## src/cer_pkg.sv

```systemverilog
package cer_pkg;

    // Stop mode codes
    localparam logic [2:0] STOP_SHUTOFF    = 3'h0;
    localparam logic [2:0] STOP_DECEL      = 3'h1;
    localparam logic [2:0] STOP_DECEL_RST  = 3'h2;
    localparam logic [2:0] STOP_FALLBACK   = 3'h6;

    // Setting values
    localparam logic [15:0] DISABLED_9999   = 16'h270f;
    localparam logic [1:0]  ETH_LOSS_ALARM  = 2'h2;
    localparam logic [1:0]  ETH_LOSS_STOP   = 2'h3;
    localparam logic [1:0]  PANEL_SRC_BLOCK = 2'h2;
    localparam logic [1:0]  SPD_LIM_SET     = 2'h1;
    localparam logic [7:0]  TERM_FUNC_POS   = 8'h62;
    localparam logic [7:0]  TERM_FUNC_NEG   = 8'hc6;
    localparam int          NUM_TERMS       = 7;

    // Fault data codes
    localparam logic [7:0]  FAULT_DATA_HA1  = 8'ha1;
    localparam logic [7:0]  FAULT_DATA_HF1  = 8'hf1;
    localparam logic [7:0]  FAULT_DATA_NONE = 8'h00;

    // Register bus map
    localparam logic [7:0] ADDR_CTRL    = 8'h00;
    localparam logic [7:0] ADDR_ETH     = 8'h04;
    localparam logic [7:0] ADDR_SERIAL  = 8'h08;
    localparam logic [7:0] ADDR_FREQ    = 8'h0c;
    localparam logic [7:0] ADDR_LIMIT   = 8'h10;
    localparam logic [7:0] ADDR_TERM0   = 8'h14;
    localparam logic [7:0] ADDR_TERM1   = 8'h18;
    localparam logic [7:0] ADDR_STATUS  = 8'h1c;
    localparam logic [7:0] ADDR_HIST    = 8'h20;

    // Reset values
    localparam logic [31:0] CTRL_RESET   = 32'h0000_0000;
    localparam logic [31:0] ETH_RESET    = 32'h270f_0000;
    localparam logic [31:0] SERIAL_RESET = 32'h270f_270f;
    localparam logic [31:0] ZERO_RESET   = 32'h0000_0000;
    localparam logic [31:0] TERM_RESET   = 32'h0000_0000;

    typedef enum logic [2:0] {
        ST_RUN,
        ST_SHUTOFF,
        ST_DECEL,
        ST_STOPPED,
        ST_FALLBACK
    } cer_state_e;

    typedef struct packed {
        logic line_err_panel;
        logic line_err_eth;
        logic line_err_serial_retry;
        logic line_err_serial_loss;
        logic line_err_option;
        logic option_internal;
    } cer_err_s;

    typedef struct packed {
        logic       net_mode;
        logic       option_installed;
        logic       native_protocol;
        logic       torque_ctrl;
        logic       motor_stopped;
        logic       usb_err;
    } cer_drv_s;

endpackage

```

## src/cer_ctrl.sv

```systemverilog
`timescale 1ns/1ps
// Contract
// - React only in network operation mode
// - Ethernet reaction needs select 3 or interval
// - Serial retry excess native only; loss always
// - Modes 1,2 decelerate; mode 1 faults after
// - Deceleration uses normal decel time
// - Mode 2 re-accelerates when line recovers
// - Mode 6 runs fallback, warns, no fault
// - Torque control with speed limit select 1 uses speed limit instead
// - Mode 6 blocked for panel/serial faults if serial 9999 set
// - Alarm on comm error; option only mode 6
// - Ethernet alarm when select 2 or 3
// - Terminal alarm via function 98 or 198
// - Trip codes HA1 line, HF1 option
// - Fault output asserts signal and alarm bit
// - Enabled fault output commits history
// - Otherwise temporary history, restored on clear
// - Only command-source interface reacts
// - Ethernet setting changes retarget reaction
module cer_ctrl (
    // Clock and reset
    input  wire logic               i_sys_clk,
    input  wire logic               i_nrst,
    // AHB-Lite slave
    input  wire logic               i_hsel,
    input  wire logic [7:0]         i_haddr,
    input  wire logic [1:0]         i_htrans,
    input  wire logic               i_hwrite,
    input  wire logic [2:0]         i_hsize,
    input  wire logic [31:0]        i_hwdata,
    input  wire logic               i_hready,
    output logic      [31:0]        o_hrdata,
    output logic                    o_hreadyout,
    output logic                    o_hresp,
    // Drive side
    input  wire cer_pkg::cer_err_s  i_err,
    input  wire cer_pkg::cer_drv_s  i_drv,
    input  wire logic [15:0]        i_speed_cmd,
    input  wire logic               i_run_cmd,
    // Reaction outputs
    output logic                    o_output_shutoff,
    output logic                    o_decel_req,
    output logic                    o_reaccel_req,
    output logic [15:0]             o_freq_cmd,
    output logic                    o_run_cmd,
    output logic                    o_freq_override,
    output logic                    o_fault_signal,
    output logic                    o_alarm_bit,
    output logic                    o_fallback_warning,
    output logic [cer_pkg::NUM_TERMS-1:0] o_term,
    output logic [7:0]              o_trip_code,
    output logic                    o_hist_commit,
    output logic                    o_hist_temp
);
    localparam int NT = cer_pkg::NUM_TERMS;

    ////////////////////////////////////////////////////////////////////////
    // Registers
    logic [31:0] ctrl_reg;
    logic [31:0] eth_reg;
    logic [31:0] serial_reg;
    logic [31:0] freq_reg;
    logic [31:0] limit_reg;
    logic [31:0] term0_reg;
    logic [31:0] term1_reg;
    logic [7:0]  hist_reg;
    logic [7:0]  addr_reg;
    logic        wr_pend_reg;
    logic        rd_pend_reg;

    // Fields
    wire [2:0]  stop_mode        = ctrl_reg[2:0];
    wire [15:0] net_cmd_src_sel  = {ctrl_reg[31:16]};
    wire [1:0]  speed_limit_sel  = ctrl_reg[5:4];
    wire [1:0]  eth_loss_sel     = eth_reg[1:0];
    wire [15:0] eth_check_ival   = eth_reg[31:16];
    wire [15:0] serial_retry_lim = serial_reg[15:0];
    wire [15:0] serial_check_iv  = serial_reg[31:16];
    wire [15:0] fallback_freq    = freq_reg[15:0];
    wire [15:0] fwd_limit        = limit_reg[15:0];
    wire [15:0] rev_limit        = limit_reg[31:16];
    wire [63:0] term_funcs       = {term1_reg, term0_reg};

    // Bus decode
    wire bus_go  = i_hsel && i_hready && i_htrans[1];
    wire bus_wr  = bus_go && i_hwrite;
    wire bus_rd  = bus_go && !i_hwrite;

    ////////////////////////////////////////////////////////////////////////
    // Error qualification
    wire src_ok_pe = !(net_cmd_src_sel == cer_pkg::DISABLED_9999 &&
                       i_drv.option_installed);
    wire eth_en    = (eth_loss_sel == cer_pkg::ETH_LOSS_STOP) ||
                     (eth_check_ival != cer_pkg::DISABLED_9999);
    wire ser_err   = (i_err.line_err_serial_retry &&
                      i_drv.native_protocol) ||
                     i_err.line_err_serial_loss;
    wire pe_line   = (i_err.line_err_panel || ser_err) && src_ok_pe;
    // Settings re-evaluated every cycle so changes retarget at once
    wire eth_line  = i_err.line_err_eth && eth_en && src_ok_pe;
    wire line_err  = pe_line || eth_line || i_err.line_err_option;
    wire opt_fault = i_err.option_internal;
    wire any_err   = (line_err || opt_fault) && i_drv.net_mode;
    wire ser_dis   = (serial_retry_lim == cer_pkg::DISABLED_9999) ||
                     (serial_check_iv == cer_pkg::DISABLED_9999);
    wire fb_ok     = !(ser_dis && pe_line && !opt_fault);

    wire alarm_now = i_drv.net_mode &&
        (pe_line || i_err.line_err_option || i_drv.usb_err ||
         (opt_fault && stop_mode == cer_pkg::STOP_FALLBACK) ||
         (i_err.line_err_eth &&
          (eth_loss_sel == cer_pkg::ETH_LOSS_ALARM ||
           eth_loss_sel == cer_pkg::ETH_LOSS_STOP)));

    wire [7:0] trip_now = opt_fault ? cer_pkg::FAULT_DATA_HF1 :
                          cer_pkg::FAULT_DATA_HA1;

    ////////////////////////////////////////////////////////////////////////
    // Reaction state machine
    cer_pkg::cer_state_e state_reg, state_next;
    logic opt_seen_reg;
    logic fault_reg;

    always_comb begin
        state_next = state_reg;
        case (state_reg)
            cer_pkg::ST_RUN: begin
                if (any_err) begin
                    case (stop_mode)
                        cer_pkg::STOP_SHUTOFF:
                            state_next = cer_pkg::ST_SHUTOFF;
                        cer_pkg::STOP_DECEL,
                        cer_pkg::STOP_DECEL_RST:
                            state_next = cer_pkg::ST_DECEL;
                        cer_pkg::STOP_FALLBACK:
                            state_next = fb_ok ? cer_pkg::ST_FALLBACK
                                               : cer_pkg::ST_RUN;
                        default: state_next = cer_pkg::ST_RUN;
                    endcase
                end
            end
            cer_pkg::ST_DECEL: begin
                if (!any_err && stop_mode == cer_pkg::STOP_DECEL_RST &&
                    !opt_seen_reg)
                    state_next = cer_pkg::ST_RUN;
                else if (i_drv.motor_stopped)
                    state_next = cer_pkg::ST_STOPPED;
            end
            cer_pkg::ST_STOPPED: begin
                // Mode 2 line fault clears back to normal
                if (!any_err && stop_mode == cer_pkg::STOP_DECEL_RST &&
                    !opt_seen_reg)
                    state_next = cer_pkg::ST_RUN;
            end
            cer_pkg::ST_FALLBACK: begin
                // Option fault keeps fallback after removal
                if (!any_err && !opt_seen_reg)
                    state_next = cer_pkg::ST_RUN;
            end
            cer_pkg::ST_SHUTOFF: state_next = cer_pkg::ST_SHUTOFF;
            default: state_next = cer_pkg::ST_RUN;
        endcase
    end

    wire fault_next = (state_next == cer_pkg::ST_SHUTOFF) ||
        (state_next == cer_pkg::ST_STOPPED &&
         (stop_mode == cer_pkg::STOP_DECEL || opt_seen_reg));
    wire temp_next  = !fault_next &&
        (state_next == cer_pkg::ST_STOPPED);
    wire lim_sel    = i_drv.torque_ctrl &&
                      speed_limit_sel == cer_pkg::SPD_LIM_SET;
    // Reverse limit used when command sign bit set
    wire [15:0] lim_val = i_speed_cmd[15] ? rev_limit : fwd_limit;
    wire [15:0] fb_val  = lim_sel ? lim_val : fallback_freq;
    wire fb_next    = state_next == cer_pkg::ST_FALLBACK;

    logic [15:0] prior_speed_reg;
    logic        prior_run_reg;
    logic        prev_fault_reg;
    logic [7:0]  trip_reg;

    wire [NT-1:0] term_hit;
    wire [NT-1:0] term_neg;
    genvar g;
    generate
        for (g = 0; g < NT; g++) begin : g_term
            assign term_hit[g] =
                term_funcs[g*8 +: 8] == cer_pkg::TERM_FUNC_POS;
            assign term_neg[g] =
                term_funcs[g*8 +: 8] == cer_pkg::TERM_FUNC_NEG;
        end
    endgenerate

    always_ff @(posedge i_sys_clk or negedge i_nrst) begin
        if (!i_nrst) begin
            state_reg          <= cer_pkg::ST_RUN;
            opt_seen_reg       <= 1'b0;
            fault_reg          <= 1'b0;
            prev_fault_reg     <= 1'b0;
            prior_speed_reg    <= 16'h0000;
            prior_run_reg      <= 1'b0;
            trip_reg           <= cer_pkg::FAULT_DATA_NONE;
            o_output_shutoff   <= 1'b0;
            o_decel_req        <= 1'b0;
            o_reaccel_req      <= 1'b0;
            o_freq_cmd         <= 16'h0000;
            o_run_cmd          <= 1'b0;
            o_freq_override    <= 1'b0;
            o_fault_signal     <= 1'b0;
            o_alarm_bit        <= 1'b0;
            o_fallback_warning <= 1'b0;
            o_term             <= '0;
            o_trip_code        <= cer_pkg::FAULT_DATA_NONE;
            o_hist_commit      <= 1'b0;
            o_hist_temp        <= 1'b0;
        end else begin
            state_reg <= state_next;
            if (state_reg == cer_pkg::ST_RUN && state_next != state_reg)
                trip_reg <= trip_now;
            // Option fault sticks until the next recovery to run
            opt_seen_reg <= (state_next == cer_pkg::ST_RUN) ? 1'b0 :
                            (opt_seen_reg || (opt_fault && any_err));
            if (state_reg == cer_pkg::ST_RUN && !any_err) begin
                prior_speed_reg <= i_speed_cmd;
                prior_run_reg   <= i_run_cmd;
            end
            fault_reg          <= fault_next;
            prev_fault_reg     <= fault_reg;
            o_output_shutoff   <= state_next == cer_pkg::ST_SHUTOFF;
            o_decel_req        <= state_next == cer_pkg::ST_DECEL;
            o_reaccel_req      <= state_reg == cer_pkg::ST_DECEL &&
                                  state_next == cer_pkg::ST_RUN;
            o_freq_cmd         <= fb_next ? fb_val : prior_speed_reg;
            o_run_cmd          <= prior_run_reg;
            o_freq_override    <= fb_next;
            o_fallback_warning <= fb_next;
            o_fault_signal     <= fault_next;
            o_alarm_bit        <= fault_next;
            o_term             <= (term_hit & {NT{alarm_now}}) |
                                  (term_neg & {NT{!alarm_now}});
            o_trip_code        <= (fault_next || temp_next) ?
                                  trip_reg : cer_pkg::FAULT_DATA_NONE;
            o_hist_commit      <= fault_reg && !prev_fault_reg;
            o_hist_temp        <= temp_next;
        end
    end

    ////////////////////////////////////////////////////////////////////////
    // AHB-Lite slave, writes zero wait, reads one wait state
    wire [31:0] status_word = {16'h0000, trip_reg, 3'h0,
                               o_fallback_warning, o_fault_signal,
                               2'h0, 1'(state_reg)};
    wire [31:0] rd_mux =
        (addr_reg == cer_pkg::ADDR_CTRL)   ? ctrl_reg   :
        (addr_reg == cer_pkg::ADDR_ETH)    ? eth_reg    :
        (addr_reg == cer_pkg::ADDR_SERIAL) ? serial_reg :
        (addr_reg == cer_pkg::ADDR_FREQ)   ? freq_reg   :
        (addr_reg == cer_pkg::ADDR_LIMIT)  ? limit_reg  :
        (addr_reg == cer_pkg::ADDR_TERM0)  ? term0_reg  :
        (addr_reg == cer_pkg::ADDR_TERM1)  ? term1_reg  :
        (addr_reg == cer_pkg::ADDR_STATUS) ? status_word :
        (addr_reg == cer_pkg::ADDR_HIST)   ? {24'h0, hist_reg} :
        32'h0000_0000;

    always_ff @(posedge i_sys_clk or negedge i_nrst) begin
        if (!i_nrst) begin
            addr_reg    <= 8'h00;
            wr_pend_reg <= 1'b0;
            rd_pend_reg <= 1'b0;
            o_hrdata    <= 32'h0000_0000;
            o_hreadyout <= 1'b1;
            o_hresp     <= 1'b0;
        end else begin
            if (bus_go)
                addr_reg <= i_haddr;
            wr_pend_reg <= bus_wr;
            rd_pend_reg <= bus_rd;
            // Wait state lets registered read data stand at the last edge
            o_hreadyout <= !bus_rd;
            o_hresp     <= 1'b0;
            if (rd_pend_reg)
                o_hrdata <= rd_mux;
        end
    end

    always_ff @(posedge i_sys_clk or negedge i_nrst) begin
        if (!i_nrst) begin
            ctrl_reg   <= cer_pkg::CTRL_RESET;
            eth_reg    <= cer_pkg::ETH_RESET;
            serial_reg <= cer_pkg::SERIAL_RESET;
            freq_reg   <= cer_pkg::ZERO_RESET;
            limit_reg  <= cer_pkg::ZERO_RESET;
            term0_reg  <= cer_pkg::TERM_RESET;
            term1_reg  <= cer_pkg::TERM_RESET;
            hist_reg   <= cer_pkg::FAULT_DATA_NONE;
        end else begin
            if (wr_pend_reg) begin
                case (addr_reg)
                    cer_pkg::ADDR_CTRL:   ctrl_reg   <= i_hwdata;
                    cer_pkg::ADDR_ETH:    eth_reg    <= i_hwdata;
                    cer_pkg::ADDR_SERIAL: serial_reg <= i_hwdata;
                    cer_pkg::ADDR_FREQ:   freq_reg   <= i_hwdata;
                    cer_pkg::ADDR_LIMIT:  limit_reg  <= i_hwdata;
                    cer_pkg::ADDR_TERM0:  term0_reg  <= i_hwdata;
                    cer_pkg::ADDR_TERM1:  term1_reg  <= {8'h00,
                                                         i_hwdata[23:0]};
                    default: ;
                endcase
            end
            // History is written only on a fault commit; the bus cannot write it
            if (fault_reg && !prev_fault_reg)
                hist_reg <= trip_reg;
        end
    end

    ////////////////////////////////////////////////////////////////////////
    // Assertions
    property p_shutoff_latch;
        @(posedge i_sys_clk) disable iff (!i_nrst)
        o_output_shutoff |=> o_output_shutoff && o_fault_signal;
    endproperty
    a_shutoff_latch: assert property (p_shutoff_latch)
        else $error("shutoff or fault released");

    property p_net_only;
        @(posedge i_sys_clk) disable iff (!i_nrst)
        (state_reg == cer_pkg::ST_RUN && !i_drv.net_mode)
        |=> state_reg == cer_pkg::ST_RUN;
    endproperty
    a_net_only: assert property (p_net_only)
        else $error("reaction outside network mode");

    property p_fallback_nofault;
        @(posedge i_sys_clk) disable iff (!i_nrst)
        o_fallback_warning |-> !o_fault_signal && o_freq_override;
    endproperty
    a_fallback_nofault: assert property (p_fallback_nofault)
        else $error("fallback with fault signal");

    property p_mode2_nofault;
        @(posedge i_sys_clk) disable iff (!i_nrst)
        (stop_mode == cer_pkg::STOP_DECEL_RST && !opt_seen_reg &&
         state_reg == cer_pkg::ST_STOPPED) |-> !fault_reg;
    endproperty
    a_mode2_nofault: assert property (p_mode2_nofault)
        else $error("mode 2 raised fault");

    property p_fault_pair;
        @(posedge i_sys_clk) disable iff (!i_nrst)
        o_fault_signal == o_alarm_bit;
    endproperty
    a_fault_pair: assert property (p_fault_pair)
        else $error("fault signal and alarm bit differ");

    property p_hist_commit;
        @(posedge i_sys_clk) disable iff (!i_nrst)
        $rose(fault_reg) |=> o_hist_commit ##1 !o_hist_commit;
    endproperty
    a_hist_commit: assert property (p_hist_commit)
        else $error("history commit not one pulse");

    property p_src_block;
        @(posedge i_sys_clk) disable iff (!i_nrst)
        (!src_ok_pe && !i_err.line_err_option && !opt_fault &&
         state_reg == cer_pkg::ST_RUN) |=> state_reg == cer_pkg::ST_RUN;
    endproperty
    a_src_block: assert property (p_src_block)
        else $error("blocked interface reacted");

    property p_trip_code;
        @(posedge i_sys_clk) disable iff (!i_nrst)
        (state_reg == cer_pkg::ST_RUN && state_next != cer_pkg::ST_RUN
         && opt_fault) |=> trip_reg == cer_pkg::FAULT_DATA_HF1;
    endproperty
    a_trip_code: assert property (p_trip_code)
        else $error("option trip code wrong");

endmodule

```

## config.mk

```make
export PLATFORM = sky130hd
export DESIGN_NAME = cer_ctrl
export DESIGN_NICKNAME = d
export VERILOG_FILES = /design/src/cer_pkg.sv /design/src/cer_ctrl.sv
export SDC_FILE = /design/constraint.sdc
export NUM_CORES = 1
export LEC_CHECK = 0
export ABC_AREA = 1
export BUFFER_PORTS_ARGS = -buffer_cell sky130_fd_sc_hd__buf_2
export CAP_MARGIN = 15
export CORE_AREA = 2 2 167 169
export CTS_BUF_LIST = sky130_fd_sc_hd__clkbuf_8
export CTS_CLUSTER_DIAMETER = 100
export DETAILED_ROUTE_END_ITERATION = 10
export DIE_AREA = 0 0 169 171
export PLACE_DENSITY = 0.71
export SYNTH_ARGS = -nofsm -noshare
export SYNTH_HDL_FRONTEND = slang
export SYNTH_SLANG_ARGS = --single-unit
```

## constraint.sdc

```tcl
create_clock -name i_sys_clk -period 2.5 [get_ports i_sys_clk]
set_input_delay 0.375 -clock i_sys_clk [delete_from_list [all_inputs] [get_ports i_sys_clk]]
set_output_delay 0.375 -clock i_sys_clk [all_outputs]
set_load 0.02 [all_outputs]
```

==> run metrics <==
status finished clean; Hold-fix buffers, CTS 2; Synth cell types 48; synthesized flop and latch total 318; total congestion overflow 0; post-synthesis sequential area ratio 57.35%; mapped cell area 13930 um^2; die height 171 um; Cell Area, Placed 15110 um^2; worst endpoint required time 2.93 ns; crit path buf inv count 1; Worst Reg-to-Reg Cells 10; CP peak stage delay 0.39 ns; FMAX 0.4334 GHz; CTS tree built; Avg Cell Area, Syn 8.884 um^2; clock-pin slew on the worst setup and hold paths 0.06 ns; worst reg-to-reg setup slack 0.19 ns; vias in the first global route 11.01k; Slew headroom 59.41%; Leakage 8.593 nW; largest net degree at the start of global routing 67; initial core utilization 50.98%; area leader, netlist dfrtp_1; critical path depth 10; Fill cells 2476; routability cong. 0.9257; WL/cell 18.28 um; Max Cap Viol 0; crit-path max FO 6; Fin Clk Skew 0.02966 ns; critical path endpoint category register; sequence of cells on the critical path nor2_1 > nand2_1 > nor2_1 > nand3_2 > a21oi_4 > o211ai_1 > nand2_1 > inv_1 > o21ai_0 > a21oi_1; Yosys top cell area share 52.63%; Total Wirelength 38400 um; area of the multi-input gates 5070 um^2; Slowest-stage cell, CP dfrtp_1; DR pass1 iterations 7; clk buf depth 3; FF+latch area 7989 um^2; Async SR Flop Fraction 100.0%; Vias/cell 5.464; Post-synth EDFFs 0; commonest cells in the netlist 444 x nand2_1, 293 x dfrtp_1, 197 x o21ai_0, 115 x inv_1, 96 x o21ai_1; Layout Nets 1796; final hold vios 0; port bufs 145; Period minus WS final 2.307 ns; synth-to-layout area growth 15.33%; final setup vio count 0; Min-Delay Path Class in2reg; PwrDens 722.0 nW/um^2; Ports 154; hpwl dp 27630 um; # DRC 0; DR vias 11.48k; startpoint types register; Mapped Cells 1568; RSZ-0062 raised after global routing false; CP endpoint o_term[6]$_DFF_PN0_; Root Driver clkbuf_8; Synth area leaders dfrtp_1 53%, nand2_1 12%, o21ai_0 7.1%; chip width 169 um; most common cell in the synthesized netlist nand2_1; Worst VDD drop 0.0005298 V; post-route cell area 16070 um^2; layout cell share with drive strength beyond 1 18.75%; core area 27320 um^2; antenna-violating nets left 0; # rows 61; Reg2Reg Launch Point ctrl_reg[22]$_DFFE_PN0P_; worst reg2reg path endpoint o_term[6]$_DFF_PN0_; Critical path origin ctrl_reg[22]$_DFFE_PN0P_; initial antenna violation count 1; first-pass GRT wire length 59870 um; post-CTS setup buffers 0; Post-CTS Resized 0; Yosys warnings 0; Worst-Margin Slew 0.6025 ns; H-tree depth 2; GR Util All Layers 26.86%; diode count 0; ys flop type dfrtp_1; Setup CP Type reg2reg; Top delay family on crit path simple AND/OR/NAND/NOR gates; Slew Limit Fails 0; setup TNS 0 ns; drt first-iter violations 1002; Arr. time, crit path 2.74 ns; Die Area 28900 um^2; CTS buffer count 50; CTS Sinks 318; Worst-Skew Late Latency 0.58 ns; period utilization 92.28%
[cell usage in the layout, fill, tap and decap left out, types with 5 or more instances in the layout]
| cell | instances |
|---|---|
| o22ai_1 | 8 |
| mux2_4 | 8 |
| nor4_1 | 5 |
| o211ai_1 | 21 |
| nand4_1 | 26 |
| o21ai_1 | 96 |
| inv_1 | 143 |
| buf_2 | 144 |
| buf_4 | 25 |
| buf_12 | 11 |
| inv_2 | 12 |
| o2111ai_1 | 5 |
| nor2_1 | 55 |
| a221oi_1 | 13 |
| nand2_2 | 13 |
| nor3_1 | 8 |
| dfstp_2 | 25 |
| dfrtp_1 | 293 |
| clkbuf_8 | 58 |
| o21ai_0 | 197 |
| a21oi_1 | 51 |
| nand2_1 | 441 |
| mux2_2 | 10 |
| nand3_1 | 35 |
[how the worst min path moves through the flow]
stage / slack, ns / to / start / cells after the start
finish: 0.03 / prior_run_reg$_DFFE_PN0P_ / i_run_cmd / 2
global route: 0.02 / prior_run_reg$_DFFE_PN0P_ / i_run_cmd / 2
CTS: 0.002 / prior_speed_reg[10]$_DFFE_PN0P_ / i_speed_cmd[10] / 2
detailed placement: 0.37 / o_run_cmd$_DFF_PN0_ / prior_run_reg$_DFFE_PN0P_ / 0
global placement: 0.35 / o_run_cmd$_DFF_PN0_ / prior_run_reg$_DFFE_PN0P_ / 0
floorplan: 0.08 / addr_reg[0]$_DFFE_PN0P_ / i_nrst / 0
[metrics by stage]
step / setup WS (ns) / hold WS, ns / power (mW) / std cells / utilization, %
2_1_floorplan: 0.7626 / 0.07941 / 6.958 / 1571 / -
3_3_place_gp: 0.3050 / 0.3524 / 7.561 / 2009 / 55.31
3_5_place_dp: 0.2266 / 0.3704 / 7.605 / 2009 / 55.31
4_1_cts: 0.2212 / 0.002415 / 11.70 / 2101 / 58.80
5_1_grt: 0.05448 / 0.02346 / 12.12 / 2101 / 58.80
6_report: 0.1929 / 0.02866 / 11.60 / 2101 / 58.80
[routing by layer]
layer | routed length (um) | up-vias | GRT usage [%] | share of wire [%]
met2 | 18780 | 388 | 46.40 | 49
li1 | - | 5521 | - | -
met5 | 13 | - | 0 | 0.034
met3 | 2356 | 87 | 4.349 | 6.1
met4 | 1350 | 2 | 9.588 | 3.5
met1 | 15900 | 5482 | 34.49 | 41
[area by class of cell]
| class | instances | share of cell area (%) |
|---|---|---|
| flip-flops and latches | 318 | 49.72 |
| multi-input cells | 1037 | 31.56 |
| repair buffers | 183 | 7.242 |
| well taps | 346 | 2.694 |
| clock inverters | 32 | 0.8488 |
| clock buffers | 58 | 4.968 |
| inverters | 127 | 2.967 |
[cell families after synthesis]
group	Yosys count	synth area share [%]
simple gates	600	18.05
other cells	1	0.02692
compound gates	415	16.51
mux	18	1.671
buf+inv	216	6.395
flops	318	57.35
[power by group]
part	total (mW)	switching, mW	internal (mW)
logic	1.67	1.07	0.606
clock network	4.09	1.99	2.10
registers	5.84	0.230	5.61
total	11.6	3.28	8.32
Note: power is estimated with default switching activity, not from simulation.
